**src/include/fdsb_pkg.sv**
```systemverilog
// Package for the fan and digital status bank: register map, bit positions, reset values.
// Assumes a 32-bit AXI4-Lite register bus with word-aligned registers.
package fdsb_pkg;
   localparam int unsigned fdsb_addr_w = 10;
   // Printed offsets are not multiples of four: each is an index, the byte address is 4x.
   localparam logic [7:0] fdsb_idx_host_fan = 8'hbd;
   localparam logic [7:0] fdsb_idx_host_dig = 8'hbe;
   localparam logic [7:0] fdsb_idx_host_gio = 8'hbf;
   localparam logic [7:0] fdsb_idx_mgr_fan = 8'hc5;
   localparam logic [7:0] fdsb_idx_mgr_dig = 8'hc6;
   localparam logic [7:0] fdsb_idx_irq_stat = 8'hd0;
   localparam logic [7:0] fdsb_idx_irq_mask = 8'hd1;
   localparam logic [7:0] fdsb_idx_ctrl = 8'hd2;
   localparam int unsigned fdsb_ctrl_swrst_bit = 0;
   localparam int unsigned fdsb_bit_full_speed = 3;
   localparam int unsigned fdsb_bit_term_one = 4;
   localparam int unsigned fdsb_bit_term_two = 5;
   localparam int unsigned fdsb_bit_vcode = 6;
   localparam int unsigned fdsb_bit_intrusion = 7;
   localparam logic [7:0] fdsb_status_rst = 8'h00;
   localparam logic [7:0] fdsb_gio_rst = 8'h00;
   localparam logic [1:0] fdsb_resp_okay = 2'h0;
   localparam logic [1:0] fdsb_resp_slverr = 2'h2;
   // Interrupt status layout: bit0 any fan flag rose, bit1 any digital flag rose.
   localparam int unsigned fdsb_irq_w = 2;
   localparam int unsigned fdsb_irq_fan = 0;
   localparam int unsigned fdsb_irq_dig = 1;
endpackage

```
**src/rtl/fdsb_bank.sv**
```systemverilog
// Fan and digital status bank with AXI4-Lite slave, two status copies and GPIO state.
// Assumes all event and GPIO inputs are synchronous to aclk.
// Behaviour
// - Bits 0..7 of the fan byte flag faults of fans 1..8.
// - Host and manager each own a separate copy of both status bytes; software reset clears both together.
// - Digital bit 3 sets when the fan full-speed input is asserted.
// - Digital bits 4 and 5 set on termination inputs one and two.
// - Digital bit 6 sets on a voltage code mismatch fault.
// - Digital bit 7 sets on chassis intrusion input.
// - Digital bits 2..0 are reserved, read-only, read as zero.
// - Status bytes reset to zero on power-on and software reset; no lock.
// - Host general I/O byte reads 1 per asserted I/O line, writable.
`timescale 1ns/1ps
module fdsb_bank (
   input wire logic aclk,
   input wire logic aresetn,
   input wire logic [fdsb_pkg::fdsb_addr_w-1:0] s_axi_awaddr,
   input wire logic s_axi_awvalid,
   output logic s_axi_awready,
   input wire logic [31:0] s_axi_wdata,
   input wire logic [3:0] s_axi_wstrb,
   input wire logic s_axi_wvalid,
   output logic s_axi_wready,
   output logic [1:0] s_axi_bresp,
   output logic s_axi_bvalid,
   input wire logic s_axi_bready,
   input wire logic [fdsb_pkg::fdsb_addr_w-1:0] s_axi_araddr,
   input wire logic s_axi_arvalid,
   output logic s_axi_arready,
   output logic [31:0] s_axi_rdata,
   output logic [1:0] s_axi_rresp,
   output logic s_axi_rvalid,
   input wire logic s_axi_rready,
   input wire logic [7:0] fan_fault,
   input wire logic fan_full_speed_input,
   input wire logic termination_input_one,
   input wire logic termination_input_two,
   input wire logic voltage_code_mismatch,
   input wire logic chassis_intrusion_input,
   input wire logic [7:0] gio_in,
   output logic [7:0] gio_out,
   output logic irq
);
   import fdsb_pkg::*;

   logic aw_held_r;
   logic [fdsb_addr_w-1:0] aw_addr_r;
   logic w_held_r;
   logic [31:0] w_data_r;
   logic [3:0] w_strb_r;
   logic bvalid_r;
   logic [1:0] bresp_r;
   logic rvalid_r;
   logic [31:0] rdata_r;
   logic [1:0] rresp_r;
   logic wr_go;
   logic [7:0] wr_idx;
   logic [7:0] rd_idx;
   logic wr_hit;
   logic rd_hit;
   logic [31:0] rd_word;
   logic [7:0] gio_r;
   logic swrst_r;
   logic [4:0] dig_event;
   logic [7:0] host_fan;
   logic [7:0] host_dig;
   logic [7:0] mgr_fan;
   logic [7:0] mgr_dig;
   logic [7:0] fan_prev_r;
   logic [4:0] dig_prev_r;
   logic [fdsb_irq_w-1:0] irq_event;
   logic [fdsb_irq_w-1:0] irq_w1c;
   logic irq_mask_we;
   logic [fdsb_irq_w-1:0] irq_status;
   logic [fdsb_irq_w-1:0] irq_mask;

   // Address and data are taken independently, in either order, and held until the response.
   assign s_axi_awready = !aw_held_r && !bvalid_r;
   assign s_axi_wready = !w_held_r && !bvalid_r;
   assign wr_go = aw_held_r && w_held_r && !bvalid_r;
   assign wr_idx = aw_addr_r[fdsb_addr_w-1:2];
   assign s_axi_bvalid = bvalid_r;
   assign s_axi_bresp = bresp_r;

   always_ff @(posedge aclk) begin
      if (!aresetn) begin
         aw_held_r <= 1'b0;
         aw_addr_r <= '0;
      end else if (s_axi_awvalid && s_axi_awready) begin
         aw_held_r <= 1'b1;
         aw_addr_r <= s_axi_awaddr;
      end else if (wr_go) begin
         aw_held_r <= 1'b0;
      end
   end

   always_ff @(posedge aclk) begin
      if (!aresetn) begin
         w_held_r <= 1'b0;
         w_data_r <= '0;
         w_strb_r <= '0;
      end else if (s_axi_wvalid && s_axi_wready) begin
         w_held_r <= 1'b1;
         w_data_r <= s_axi_wdata;
         w_strb_r <= s_axi_wstrb;
      end else if (wr_go) begin
         w_held_r <= 1'b0;
      end
   end

   always_comb begin
      unique case (wr_idx)
         fdsb_idx_host_fan, fdsb_idx_host_dig, fdsb_idx_host_gio, fdsb_idx_mgr_fan,
         fdsb_idx_mgr_dig, fdsb_idx_irq_stat, fdsb_idx_irq_mask, fdsb_idx_ctrl: wr_hit = 1'b1;
         default: wr_hit = 1'b0;
      endcase
   end

   always_ff @(posedge aclk) begin
      if (!aresetn) begin
         bvalid_r <= 1'b0;
         bresp_r <= fdsb_resp_okay;
      end else if (wr_go) begin
         bvalid_r <= 1'b1;
         bresp_r <= wr_hit ? fdsb_resp_okay : fdsb_resp_slverr;
      end else if (s_axi_bready) begin
         bvalid_r <= 1'b0;
      end
   end

   // Only byte lane 0 carries register data; a write with lane 0 off stores nothing.
   always_ff @(posedge aclk) begin
      if (!aresetn) begin
         gio_r <= fdsb_gio_rst;
      end else if (wr_go && w_strb_r[0] && wr_idx == fdsb_idx_host_gio) begin
         gio_r <= w_data_r[7:0];
      end
   end
   assign gio_out = gio_r;

   // Software reset is a self-clearing pulse that returns the status copies to zero.
   always_ff @(posedge aclk) begin
      if (!aresetn) begin
         swrst_r <= 1'b0;
      end else begin
         swrst_r <= wr_go && w_strb_r[0] && wr_idx == fdsb_idx_ctrl
                    && w_data_r[fdsb_ctrl_swrst_bit];
      end
   end

   assign dig_event = {chassis_intrusion_input, voltage_code_mismatch, termination_input_two,
                       termination_input_one, fan_full_speed_input};

   // Two instances keep the host and manager copies apart; writes reach them only through the software reset clear.
   fdsb_flag_copy u_host_copy (
      .aclk(aclk),
      .aresetn(aresetn),
      .clear(swrst_r),
      .fan_fault(fan_fault),
      .dig_event(dig_event),
      .fan_flags(host_fan),
      .dig_flags(host_dig)
   );

   fdsb_flag_copy u_mgr_copy (
      .aclk(aclk),
      .aresetn(aresetn),
      .clear(swrst_r),
      .fan_fault(fan_fault),
      .dig_event(dig_event),
      .fan_flags(mgr_fan),
      .dig_flags(mgr_dig)
   );

   // Interrupt events fire when a host flag newly rises.
   always_ff @(posedge aclk) begin
      if (!aresetn) begin
         fan_prev_r <= fdsb_status_rst;
         dig_prev_r <= '0;
      end else begin
         fan_prev_r <= host_fan;
         dig_prev_r <= host_dig[fdsb_bit_intrusion:fdsb_bit_full_speed];
      end
   end

   assign irq_event[fdsb_irq_fan] = |(host_fan & ~fan_prev_r);
   assign irq_event[fdsb_irq_dig] = |(host_dig[fdsb_bit_intrusion:fdsb_bit_full_speed]
                                      & ~dig_prev_r);
   assign irq_w1c = (wr_go && w_strb_r[0] && wr_idx == fdsb_idx_irq_stat)
                    ? w_data_r[fdsb_irq_w-1:0] : '0;
   assign irq_mask_we = wr_go && w_strb_r[0] && wr_idx == fdsb_idx_irq_mask;

   fdsb_irq #(.N(fdsb_irq_w)) u_irq (
      .aclk(aclk),
      .aresetn(aresetn),
      .event_in(irq_event),
      .w1c(irq_w1c),
      .mask_we(irq_mask_we),
      .mask_wdata(w_data_r[fdsb_irq_w-1:0]),
      .status(irq_status),
      .mask(irq_mask),
      .irq(irq)
   );

   // Read channel: one read at a time, data registered one cycle after the address.
   assign s_axi_arready = !rvalid_r;
   assign rd_idx = s_axi_araddr[fdsb_addr_w-1:2];
   assign s_axi_rvalid = rvalid_r;
   assign s_axi_rdata = rdata_r;
   assign s_axi_rresp = rresp_r;

   always_comb begin
      rd_word = '0;
      rd_hit = 1'b1;
      unique case (rd_idx)
         fdsb_idx_host_fan: rd_word[7:0] = host_fan;
         fdsb_idx_host_dig: rd_word[7:0] = host_dig;
         fdsb_idx_host_gio: rd_word[7:0] = gio_in;
         fdsb_idx_mgr_fan: rd_word[7:0] = mgr_fan;
         fdsb_idx_mgr_dig: rd_word[7:0] = mgr_dig;
         fdsb_idx_irq_stat: rd_word[fdsb_irq_w-1:0] = irq_status;
         fdsb_idx_irq_mask: rd_word[fdsb_irq_w-1:0] = irq_mask;
         fdsb_idx_ctrl: rd_word = '0;
         default: rd_hit = 1'b0;
      endcase
   end

   always_ff @(posedge aclk) begin
      if (!aresetn) begin
         rvalid_r <= 1'b0;
         rdata_r <= '0;
         rresp_r <= fdsb_resp_okay;
      end else if (s_axi_arvalid && s_axi_arready) begin
         rvalid_r <= 1'b1;
         rdata_r <= rd_word;
         rresp_r <= rd_hit ? fdsb_resp_okay : fdsb_resp_slverr;
      end else if (s_axi_rready) begin
         rvalid_r <= 1'b0;
      end
   end
endmodule // fdsb_bank

```
**src/rtl/fdsb_flag_copy.sv**
```systemverilog
// One copy of the fan and digital status bytes, for either the host or the manager.
// Assumes event inputs are synchronous to aclk.
`timescale 1ns/1ps
module fdsb_flag_copy (
   input wire logic aclk,
   input wire logic aresetn,
   input wire logic clear,
   input wire logic [7:0] fan_fault,
   input wire logic [4:0] dig_event,
   output logic [7:0] fan_flags,
   output logic [7:0] dig_flags
);
   import fdsb_pkg::*;
   logic [7:0] fan_r;
   logic [7:0] dig_r;
   logic [7:0] dig_set;

   // Reserved bits 2:0 stay zero because no event drives them.
   assign dig_set = {dig_event, 3'h0};

   // Flags are sticky so a brief input pulse is not missed; only reset or the clear input clears them.
   always_ff @(posedge aclk) begin
      if (!aresetn || clear) begin
         fan_r <= fdsb_status_rst;
         dig_r <= fdsb_status_rst;
      end else begin
         fan_r <= fan_r | fan_fault;
         dig_r <= dig_r | dig_set;
      end
   end

   assign fan_flags = fan_r;
   assign dig_flags = dig_r;
endmodule // fdsb_flag_copy

```
**src/rtl/fdsb_irq.sv**
```systemverilog
// Sticky interrupt status with write-one-to-clear, a mask, and one level output.
// Assumes events are one-cycle or level signals synchronous to aclk.
`timescale 1ns/1ps
module fdsb_irq #(
   parameter int unsigned N = 2
) (
   input wire logic aclk,
   input wire logic aresetn,
   input wire logic [N-1:0] event_in,
   input wire logic [N-1:0] w1c,
   input wire logic mask_we,
   input wire logic [N-1:0] mask_wdata,
   output logic [N-1:0] status,
   output logic [N-1:0] mask,
   output logic irq
);
   logic [N-1:0] status_r;
   logic [N-1:0] mask_r;

   // A set in the same cycle as its clear wins, so no event is lost.
   always_ff @(posedge aclk) begin
      if (!aresetn) begin
         status_r <= '0;
      end else begin
         status_r <= (status_r & ~w1c) | event_in;
      end
   end

   always_ff @(posedge aclk) begin
      if (!aresetn) begin
         mask_r <= '0;
      end else if (mask_we) begin
         mask_r <= mask_wdata;
      end
   end

   assign status = status_r;
   assign mask = mask_r;
   assign irq = |(status_r & mask_r);
endmodule // fdsb_irq

```
**config.mk**
```make
export PLATFORM = sky130hd
export DESIGN_NAME = fdsb_bank
export DESIGN_NICKNAME = d
export VERILOG_FILES = /design/src/include/fdsb_pkg.sv /design/src/rtl/fdsb_bank.sv /design/src/rtl/fdsb_flag_copy.sv /design/src/rtl/fdsb_irq.sv
export SDC_FILE = /design/constraint.sdc
export NUM_CORES = 1
export LEC_CHECK = 0
export ABC_AREA = 1
export BUFFER_PORTS_ARGS = -buffer_cell sky130_fd_sc_hd__buf_2
export CORE_MARGIN = 3
export CORE_UTILIZATION = 44
export DETAILED_ROUTE_END_ITERATION = 8
export MAX_ROUTING_LAYER = met4
export PLACE_DENSITY = 0.83
export SYNTH_ARGS = -nofsm -noshare
export SYNTH_HDL_FRONTEND = slang
export SYNTH_SLANG_ARGS = --single-unit
```
**constraint.sdc**
```tcl
create_clock -name aclk -period 1.1 [get_ports aclk]
set_input_delay 0.22 -clock aclk [delete_from_list [all_inputs] [get_ports aclk]]
set_output_delay 0.22 -clock aclk [all_outputs]
set_load 0.02 [all_outputs]
```
Yosys cells after proc, flatten, opt, wreduce, memory -nomap -nowiden
Cells that the tools add are included.
Operators by class
  eq/ne operators: 16
  multiplexer cells: 14
  reduce and logical (&&, ||, !) cells: 28
  bitwise logic cells: 12
Operators with widths (number)
  $eq 8x8->1 const B: 16
  $or 8x8->8: 4
  $pmux 6 s5: 1
  $reduce_or 8->1: 3
  $pmux 2 s7: 1
  $logic_and 1x1->1: 13
  $mux 1: 9
  $and 8x8->8: 1
  $not 8->8: 1
  $reduce_bool 2->1: 4
  $mux 2: 3
  $and 5x5->5: 1
  $logic_not 1->1: 5
  $not 5->5: 1
  $reduce_or 5->1: 1
  $and 2x2->2: 2
  $not 2->2: 1
  $or 2x2->2: 1
  $reduce_or 2->1: 1
  $logic_or 1x1->1: 1
Storage, ports and cells
  bits of input ports: 84
  output and inout port bits: 50
  bits in registers: 93

Longest topological paths before layout
Gate-level depths: netlist of run 1.
  depth in word-level cells: 8
  gate-level depth with buffers: 8

Hierarchy
From an unflattened synthesis of run 1, not the netlist that was laid out.
Unflattened totals
  cells, all modules: 511
  area, all modules: 3761.1 um2
By module, submodules not included
  fdsb_bank: area an instance 2733.9 um2, seq. area each 1061.0 um2, cells each 396, instances 1
  fdsb_flag_copy: area an instance 435.4 um2, seq. area each 260.2 um2, cells each 46, instances 2
  fdsb_irq: area an instance 156.4 um2, seq. area each 80.1 um2, cells each 23, instances 1

Worst setup path after synthesis of run 1
OpenSTA, ideal clock, no wires.
  kind: flip-flop to flip-flop
  start point: reg bvalid_r (netlist: s_axi_bvalid)
  end point: reg aw_addr_r[4]
  setup time: 119 ps
  data required time: 981 ps
  setup slack: -352 ps
  period minus slack after synthesis: 1452 ps
  data arrival time: 1332 ps
  cell stages (with the launch flop): 6
  cell sequence: dfxtp_1 -> nor2_1 -> nand2_1 -> buf_2 -> o21ai_0 -> a21oi_1
On the way
  word-level cells in the longest chain between the ends: 3
Ends and longest elaborated chain
  from (decl): RTL line fdsb_bank.sv:51  | logic bvalid_r;
  from (signal assigned): RTL line fdsb_bank.sv:121  | bvalid_r <= 1'b0;
  from (signal assigned): RTL line fdsb_bank.sv:124  | bvalid_r <= 1'b1;
  from (signal assigned): RTL line fdsb_bank.sv:127  | bvalid_r <= 1'b0;
  $logic_not 1->1: RTL line fdsb_bank.sv:78  | assign s_axi_awready = !aw_held_r && !bvalid_r;
  $logic_and 1x1->1: RTL line fdsb_bank.sv:78
  named net s_axi_awready: RTL line fdsb_bank.sv:19  | output logic s_axi_awready,
  $logic_and 1x1->1: RTL line fdsb_bank.sv:89  | end else if (s_axi_awvalid && s_axi_awready) begin
  to (signal assigned): RTL line fdsb_bank.sv:91  | aw_addr_r <= s_axi_awaddr;
  to (decl): RTL line fdsb_bank.sv:47  | logic [fdsb_addr_w-1:0] aw_addr_r;
The timed path passes the listed nets, and every way through them passes these cells.
A chain may end at the register's enable or synchronous reset.

Worst setup path after layout of run 1
  start point: reg u_irq.mask_r[0] (netlist: u_irq.mask[0])
  end point: out irq
On the way
  word-level cells in the longest chain between the ends: 2
Ends and longest elaborated chain
  from (decl): RTL line fdsb_irq.sv:18  | logic [N-1:0] mask_r;
  from (signal assigned): RTL line fdsb_irq.sv:33  | mask_r <= mask_wdata;
  $and 2x2->2: RTL line fdsb_irq.sv:39  | assign irq = |(status_r & mask_r);
  $reduce_or 2->1: RTL line fdsb_irq.sv:39
  to (decl): RTL line fdsb_bank.sv:42  | output logic irq
No other way between the ends.

==> results.yml, run 1 <==
yosys:
  netlist_top_cells_area: "dfxtp_1 (47%), nor2_1 (11%), nand2_1 (7.5%), nand3_1 (6.3%), inv_1 (6.1%)"
  yosysWarnings: 0
  avgSynthCellArea_um2: 7.18
  synth_edf_count: 0
  ys_seq_elements: 83
  synth_commonest_cells: "nor2_1 (105), dfxtp_1 (83), nand2_1 (71)"
  async_reset_ff_share_pct: 0
  synth_top_area_share_pct: 46.7
  synth_cell_type_count: 30
  synth_ff_type: "dfxtp_1"
  netlist_area_um2: 3560
  synth_top_area_cell: "dfxtp_1"
  yosysMostFrequentCell: "nor2_1"
  ys_seq_area_share_pct: 46.7
  syn_inst: 496
die:
  ios: 134
  die_h_um: 96.0
  die-area_um2: 9210
  fp.dieW_um: 96.0
  start_util_pct: 45.6
  coreArea_um2: 7810
  rows: 32
min_path:
  hold_class: "primary input to register"
pwr:
  ir_drop_mv: 0.865
  p_total_uw: 6940
  power_leakage_uw: 0.00233
  power_density_nw_per_um2: 1440
setup_path:
  start_kind: "register"
  required_ns: 0.88
  critPathCaptureType: "output pin"
  critPathMaxFanout: 2
  cp_data_arrival_time_ns: 1.05
  crit_type: "register to output pin"
placement:
  io_buffers: 76
  dp_hpwl_um: 6350
  gp_congestion: 0.907
  place_worst_setup_slack_ns: -0.203
  dpl-instance-area_um2: 4220
  placedCellCount: 691
global_route:
  grt_pass1_wl_um: 14600
  grt_overflow: 0
  grt_usage_pct: 20.8
  grt_max_degree: 27
  grt_antenna_before_repair: 0
  first_global_vias: 3242
final_layout:
  fillers: 659
  nets: 694
  area_growth_pct: 35.2
  seq_area_um2: 1700
  drive_gt1_share_pct: 34.9
  fin_area_um2: 4820
  multi_input_area_um2: 1700
  antenna_cells: 0
  final_cells: 716
clock_tree:
  cts_hold_buf: 0
  numCtsBuffers: 9
  cts-root-buf: "clkbuf_8"
  cts.sinks: 83
  cts_tree: "built"
  clk_pin_slew_worst_paths_ns: 0.09
  insertion_delay_ns: 0.35
  htreeDepth: 3
  clockBufferDepth: 2
routing:
  wl_um: 9570
  detail_route.wl_per_cell_um: 13.4
  vias: 3561
  drc: 0
  dr.first_iter.drc_count: 309
  ant_nets: 0
  first_pass_iters: 7
  via_per_inst: 4.97
timing:
  drv_slew: 0
  tns_ns: -1.49
  finalSetupViolCount: 18
  min_period_over_period_pct: 116
  rsz0062_at_grt: "true"
  finalWorstSetupSlack_ns: -0.173
  post-route-min-period_ns: 1.27
  final.setup_skew_ns: 0.0104
  max_freq_mhz: 786
  finalHoldViolCount: 0
run_status:
  failed_checks: "setup timing"
  status: "finished with violations"
flow_run:
  drv_cap: 0
worst paths after layout:
kind / startpoint / end / slack [ns] / depth (start not counted)
worst max-delay path: u_irq.mask[0] / irq / -0.17 / 2
worst min-delay path: fan_fault[2] / u_host_copy.fan_flags[2] / 0.09 / 3
worst max register to register: aw_addr_r[7] / gio_out[0] / -0.12 / 7
worst min register to register: w_data_r[4] / gio_out[4] / 0.46 / 2
cells by family after synthesis:
| group | after synthesis | synth area share, % |
|---|---|---|
| buffers and inverters | 100 | 13.8 |
| DFF | 83 | 46.7 |
| AOI/OAI and AO/OA | 71 | 10.6 |
| xor gates and xnor gates | 1 | 0.246 |
| other | 1 | 0.105 |
| and+or+nand+nor | 240 | 28.6 |
routing by layer:
metal	wire length [um]	up-vias	GRT usage [%]
li1	-	1746	-
met1	3920	1632	24.2
met2	4770	159	35.0
met3	627	24	2.89
met4	255	0	10.8
met5	0	-	-
final cells by class:
cell class / count / share of cell area, %
clock buffer: 10 / 3.09
clock inverter: 5 / 1.71
inverter: 60 / 4.88
multi-input combinational: 340 / 35.3
sequential: 83 / 35.3
tap: 102 / 2.65
timing repair buffer: 114 / 16.9
timing repair inverter: 2 / 0.234
repair_timing:
| action | CTS | global route |
|---|---|---|
| endpoints found under the setup margin | 26 | 48 |
| pin swaps | 16 | 10 |
| resized for setup | 59 | 53 |
| setup buffers | 5 | 2 |
| gates cloned | 1 | 4 |
metrics by stage:
stage	hold WS (ns)	utilization, %
after global placement	0.438	54.0
after CTS	0.0846	59.8
after detailed placement	0.449	54.0
after floorplan	0.349	-
final	0.0923	61.7
after global routing	0.105	61.7
sequential cells by signal (all words and copies together) (netlist names):
register and flops:
w_data_r 8, u_irq.status 2, s_axi_rvalid 1, s_axi_rdata 8, fan_prev_r 8, s_axi_rresp 1
u_mgr_copy.dig_flags 5, s_axi_bvalid 1, w_strb_r 1, u_host_copy.dig_flags 5, gio_out 8, s_axi_bresp 1
swrst_r 1, u_mgr_copy.fan_flags 8, w_held_r 1, dig_prev_r 5, u_irq.mask 2, u_host_copy.fan_flags 8
aw_addr_r 8, aw_held_r 1
placed cells by master (no fill, tap or decap), types with 5 or more instances in the layout:
master	count
dfxtp_2	18
dfxtp_1	61
o21ai_2	8
nor2_1	97
buf_2	54
inv_1	52
o21ai_0	21
nand2_2	8
conb_1	26
nand2_1	60
o21ai_1	9
nand4_1	6
nor2_4	6
inv_2	5
a21oi_2	12
a21oi_1	17
clkbuf_8	9
buf_6	11
buf_4	45
nor2_2	9
nand3_1	41
worst max-delay path, cell delays in order, from the launching register on:
cell	delay, ns
dfxtp_2	0.33
a22o_1	0.24
buf_6	0.13
report_power, final:
group | internal (uW) | switching [uW] | leakage [uW]
clock network | 1410 | 1120 | 0.000114
logic | 431 | 635 | 0.00152
registers | 3200 | 137 | 0.000696
total | 5050 | 1890 | 0.00233
Power figures use the tool's default switching activity.
==> run 2: changes to the inputs <==
--- a/config.mk
+++ b/config.mk
@@ -9,9 +9,11 @@
 export BUFFER_PORTS_ARGS = -buffer_cell sky130_fd_sc_hd__buf_2
 export CORE_MARGIN = 3
 export CORE_UTILIZATION = 44
+export CTS_CLUSTER_DIAMETER = 40
 export DETAILED_ROUTE_END_ITERATION = 8
 export MAX_ROUTING_LAYER = met4
 export PLACE_DENSITY = 0.83
+export SETUP_SLACK_MARGIN = 0.02
 export SYNTH_ARGS = -nofsm -noshare
 export SYNTH_HDL_FRONTEND = slang
 export SYNTH_SLANG_ARGS = --single-unit
==> run 2 against run 1 <==
Against the previous run:
- the run still ends with setup timing left
- core utilization grew 1.4 points
- die area stayed put
- fmax down 4.0%
- worst setup slack worse by 0.054 ns
- sequential power is essentially flat
- first-iteration DRC count fell by 12%
- cell area grew 2.3%
- clock power is 15% lower
- global-route usage about the same
==> results.yml, run 2 (synthesis results as in run 1) <==
global_route:
  grt_max_degree: 27
  grt_antenna_before_repair: 0
  use_met3_pct: 2.35
  grt_pass1_wl_um: 14600
  grt_overflow: 0
  grt_usage_pct: 20.8
  top_usage_layer: "met2"
  grt_use_met2_pct: 36.6
  met1_usage_pct: 23.7
  first_global_vias: 3350
die:
  ios: 134
  coreArea_um2: 7810
  start_util_pct: 45.6
  die-area_um2: 9210
  rows: 32
  die_h_um: 96.0
  fp.dieW_um: 96.0
timing:
  min_period_over_period_pct: 121
  post-route-min-period_ns: 1.33
  finalWorstSetupSlack_ns: -0.226
  finalSetupViolCount: 18
  max_freq_mhz: 754
  final.setup_skew_ns: 0.0150
  rsz0062_at_grt: "true"
  finalHoldViolCount: 0
  drv_slew: 0
clock_tree:
  cts_hold_buf: 0
  htreeDepth: 3
  cts_tree: "built"
  cts-root-buf: "clkbuf_8"
  cts.sinks: 83
  insertion_delay_ns: 0.37
  numCtsBuffers: 9
  clk_pin_slew_worst_paths_ns: 0.10
  clockBufferDepth: 2
setup_path:
  cp_common_cell: "buf_6"
  start_kind: "register"
  cp_data_arrival_time_ns: 1.11
  max_stage_delay_ns: 0.39
  critPathMaxFanout: 3
  crit_type: "register to output pin"
  required_ns: 0.88
  cp_cell_sequence: "nor2_4, buf_6, buf_6"
  critPathCaptureType: "output pin"
  critPathSlowestCell: "dfxtp_4"
pwr:
  power_leakage_uw: 0.00240
  power_density_nw_per_um2: 1350
  p_total_uw: 6630
  ir_drop_mv: 1.06
routing:
  detail_route.wl_per_cell_um: 13.6
  via_per_inst: 4.96
  ant_nets: 0
  drc: 0
  dr.first_iter.drc_count: 272
  wl_um: 9930
  first_pass_iters: 5
  vias: 3618
placement:
  gp_congestion: 0.871
  dp_hpwl_um: 6570
  place_worst_setup_slack_ns: -0.178
  dpl-instance-area_um2: 4280
  io_buffers: 76
  placedCellCount: 699
final_layout:
  final_cell_mix: "nor2_1 (95), nand2_1 (60), buf_4 (54)"
  final_cells: 730
  antenna_cells: 0
  final_common_cell: "nor2_1"
  multi_input_area_um2: 1690
  fin_area_um2: 4920
  drive_gt1_share_pct: 38.2
  area_growth_pct: 38.3
  seq_area_um2: 1710
  nets: 707
  fillers: 662
min_path:
  hold_class: "primary input to register"
run_status:
  failed_checks: "setup timing"
  status: "finished with violations"
flow_run:
  drv_cap: 0
[run 2: path summary, 6_finish.rpt]
path	end	cells past startpoint	from	slack, ns
worst max register to register	gio_out[2]	7	s_axi_bvalid	-0.20
worst min-delay path	u_mgr_copy.fan_flags[0]	3	fan_fault[0]	0.08
worst max-delay path	s_axi_wready	3	s_axi_bvalid	-0.23
worst min register to register	gio_out[7]	2	w_data_r[7]	0.46
[run 2: what timing repair did]
| item | CTS | global route |
|---|---|---|
| endpoints found under the setup margin | 35 | 63 |
| setup buffers | 7 | 8 |
| gates resized for setup | 68 | 65 |
| pin swaps | 11 | 16 |
| cloned | 0 | 1 |
[run 2: per-stage QoR]
step | hold WS, ns | utilization (%) | TNS (ns)
after floorplan | 0.349 | - | 0
after global placement | 0.438 | 54.8 | -1.76
after detailed placement | 0.452 | 54.8 | -2.34
after CTS | 0.0873 | 60.1 | -1.93
after global routing | 0.0847 | 63.1 | -3.75
final | 0.0825 | 63.1 | -2.70
[run 2: final cells by class]
type	instances	share of cell area (%)
sequential	83	34.7
multi-input combinational	339	34.3
timing repair buffer	130	19.8
inverter	60	4.78
clock buffer	10	2.79
tap	102	2.59
clock inverter	6	1.09
[run 2: where the power goes]
group,leakage (uW),internal [uW],switching (uW)
Sequential,0.000700,3210,145
Clock,0.0000958,926,1230
Combinational,0.00160,477,640
[run 2: worst max-delay path: cells and delay by family, from the launching register on]
kind | cells | cell delay (ns)
buffers and inverters | 2 | 0.23
and+or+nand+nor | 1 | 0.13
DFF | 1 | 0.39
[run 2: routing by layer]
metal | vias up | part of all wire, %
li1 | 1769 | -
met1 | 1669 | 40
met2 | 152 | 52
met3 | 28 | 5.9
met4 | 0 | 2.8
met5 | - | 0
==> run 3: changes to the inputs <==
--- a/config.mk
+++ b/config.mk
@@ -12,7 +12,7 @@
 export CTS_CLUSTER_DIAMETER = 40
 export DETAILED_ROUTE_END_ITERATION = 8
 export MAX_ROUTING_LAYER = met4
-export PLACE_DENSITY = 0.83
+export PLACE_DENSITY = 0.79
 export SETUP_SLACK_MARGIN = 0.02
 export SYNTH_ARGS = -nofsm -noshare
 export SYNTH_HDL_FRONTEND = slang
==> run 3 against run 2 <==
Against the previous run:
- the flow still finishes with violations (setup timing)
- combinational power fell by 5%
- via count fell by 5.4%
- global-route usage fell by 1.4 points
- clock power rose by 18%
- fmax rose by 2.3%
- power rose by 4.4%
- clock skew fell by 0.0068 ns
- die area did not move
- critical endpoint is now u_irq.mask[0]
- count of clock-buffer cells in the layout rose by 2
- wire length fell by 11%
- cell area fell by 2.5%
- hold slack improved by 0.019 ns
==> results.yml, run 3 (synthesis results as in run 1) <==
run_status:
  status: "finished with violations"
  failed_checks: "setup timing"
min_path:
  hold-path-cell-count: 3
  whs_endpoint: "u_host_copy.fan_flags[2]"
  hold_class: "primary input to register"
  hp-start: "fan_fault[2]"
pwr:
  ir_drop_mv: 1.09
  p_sw_uw: 1790
  pwr-share-comb_pct: 15.3
  p_total_uw: 6920
  clkPwrFrac_pct: 36.5
  power_switching_share_pct: 25.9
  intPower_uw: 5130
  power_density_nw_per_um2: 1440
  power_leakage_uw: 0.00235
  seqPwrFrac_pct: 48.2
clock_tree:
  cts.sinks: 83
  insertion_delay_ns: 0.34
  clockBufferDepth: 2
  numCtsBuffers: 9
  htreeDepth: 3
  cts-root-buf: "clkbuf_8"
  clk_pin_slew_worst_paths_ns: 0.08
  cts_hold_buf: 0
  cts_tree: "built"
setup_path:
  required_ns: 1.34
  start_kind: "register"
  cp_data_arrival_time_ns: 1.53
  rr_worst_depth: 8
  r2r_start: "w_held_r"
  max_stage_delay_ns: 0.38
  critPathSlowestCell: "dfxtp_4"
  reg2reg_to: "u_irq.mask[0]"
  rrSetupSlack_ns: -0.20
  cp_cell_sequence: "buf_6, nand2_4, nor2_4, nand2_4, nor2_2, nand2_2, o21ai_1, nor2_1"
  crit_type: "register to register"
  critPathCaptureType: "register"
  cp_common_cell: "nand2_4"
  critPathMaxFanout: 4
routing:
  detail_route.wl_per_cell_um: 12.3
  first_pass_iters: 5
  vias: 3421
  dr.first_iter.drc_count: 137
  ant_nets: 0
  drc: 0
  via_per_inst: 4.76
  wl_um: 8850
global_route:
  grt_max_degree: 28
  top_usage_layer: "met2"
  grt_pass1_wl_um: 13600
  first_global_vias: 3069
  use_met3_pct: 2.50
  met1_usage_pct: 23.8
  grt_overflow: 0
  grt_usage_pct: 19.4
  grt_use_met2_pct: 31.7
  grt_antenna_before_repair: 0
die:
  die-area_um2: 9210
  rows: 32
  coreArea_um2: 7810
  start_util_pct: 45.6
  ios: 134
  die_h_um: 96.0
  fp.dieW_um: 96.0
timing:
  min_period_over_period_pct: 118
  hold_slack_ns: 0.101
  final.setup_skew_ns: 0.00817
  finalWorstSetupSlack_ns: -0.196
  finalSetupViolCount: 17
  finalHoldViolCount: 0
  rsz0062_at_grt: "true"
  max_freq_mhz: 771
  drv_slew: 0
  post-route-min-period_ns: 1.30
placement:
  io_buffers: 76
  dp_hpwl_um: 6090
  gp_congestion: 0.858
final_layout:
  nets: 696
  area_growth_pct: 34.8
  final_common_cell: "nor2_1"
  drive_gt1_share_pct: 32.6
  antenna_cells: 0
  final_cell_mix: "nor2_1 (100), nand2_1 (63), dfxtp_1 (58)"
flow_run:
  drv_cap: 0
[run 3: cell count changes in the layout (fill, tap and decap cells not counted), sizes merged]
| cell | delta |
|---|---|
| nand2 | -1 |
| clkinvlp | -1 |
| buf | -10 |
| bufinv | +2 |
| clkinv | -1 |
| inv | -3 |
| clkbuf | +2 |
[run 3: how the worst max path moves through the flow]
| stage | end | startpoint | slack (ns) |
|---|---|---|---|
| after global placement | s_axi_rdata[7] | s_axi_araddr[6] | -0.17 |
| after detailed placement | s_axi_rdata[6] | s_axi_araddr[6] | -0.24 |
| after global routing | u_irq.mask[0] | w_held_r | -0.28 |
| final | u_irq.mask[0] | w_held_r | -0.20 |
| after floorplan | gio_out[6] | aw_addr_r[6] | 0.009 |
| after CTS | irq | u_irq.mask[0] | -0.17 |
[run 3: metrics by stage]
step | util (%) | worst slack (ns) | TNS, ns | instance area (um^2) | instances
floorplan | - | 0.00916 | 0 | 3710 | 521
global placement | 54.5 | -0.167 | -1.59 | 4260 | 694
detailed placement | 54.5 | -0.240 | -2.83 | 4260 | 694
CTS | 60.0 | -0.169 | -1.85 | 4680 | 717
global route | 61.5 | -0.283 | -4.12 | 4800 | 718
finish | 61.5 | -0.196 | -2.58 | 4800 | 718
[run 3: final cells by class]
| class | count | area, um^2 |
|---|---|---|
| inverters | 60 | 238 |
| repair buffers | 120 | 873 |
| well taps | 102 | 128 |
| multi-input cells | 338 | 1620 |
| clock inverters | 3 | 68.8 |
| fillers | 660 | 3010 |
| clock buffers | 12 | 166 |
| flip-flops and latches | 83 | 1700 |
[run 3: timing repair]
item,in CTS,in global routing
buffers inserted,8,2
resized for setup,56,38
setup endpoints to repair,30,61
pin swaps,4,10
[run 3: worst max-delay path, delay by kind of cell (launching register included)]
kind	cells	cell delay, ns
AND/OR/NAND/NOR	6	0.56
AO/OA/AOI/OAI	1	0.16
flip-flops	1	0.38
buffers and inverters	1	0.10
[run 3: power by group through the flow]
stage	clock (uW)	combinational (uW)	sequential, uW
CTS	2580	1000	3330
detailed placement	0	913	3390
global placement	0	889	3390
floorplan	0	587	3410
global route	2720	1170	3360
finish	2530	1060	3330
[run 3: metal layers]
layer	share of wire (%)	routed length, um
met2	49	4330
met4	2.3	201
met1	42	3750
met3	6.5	572
met5	0	0
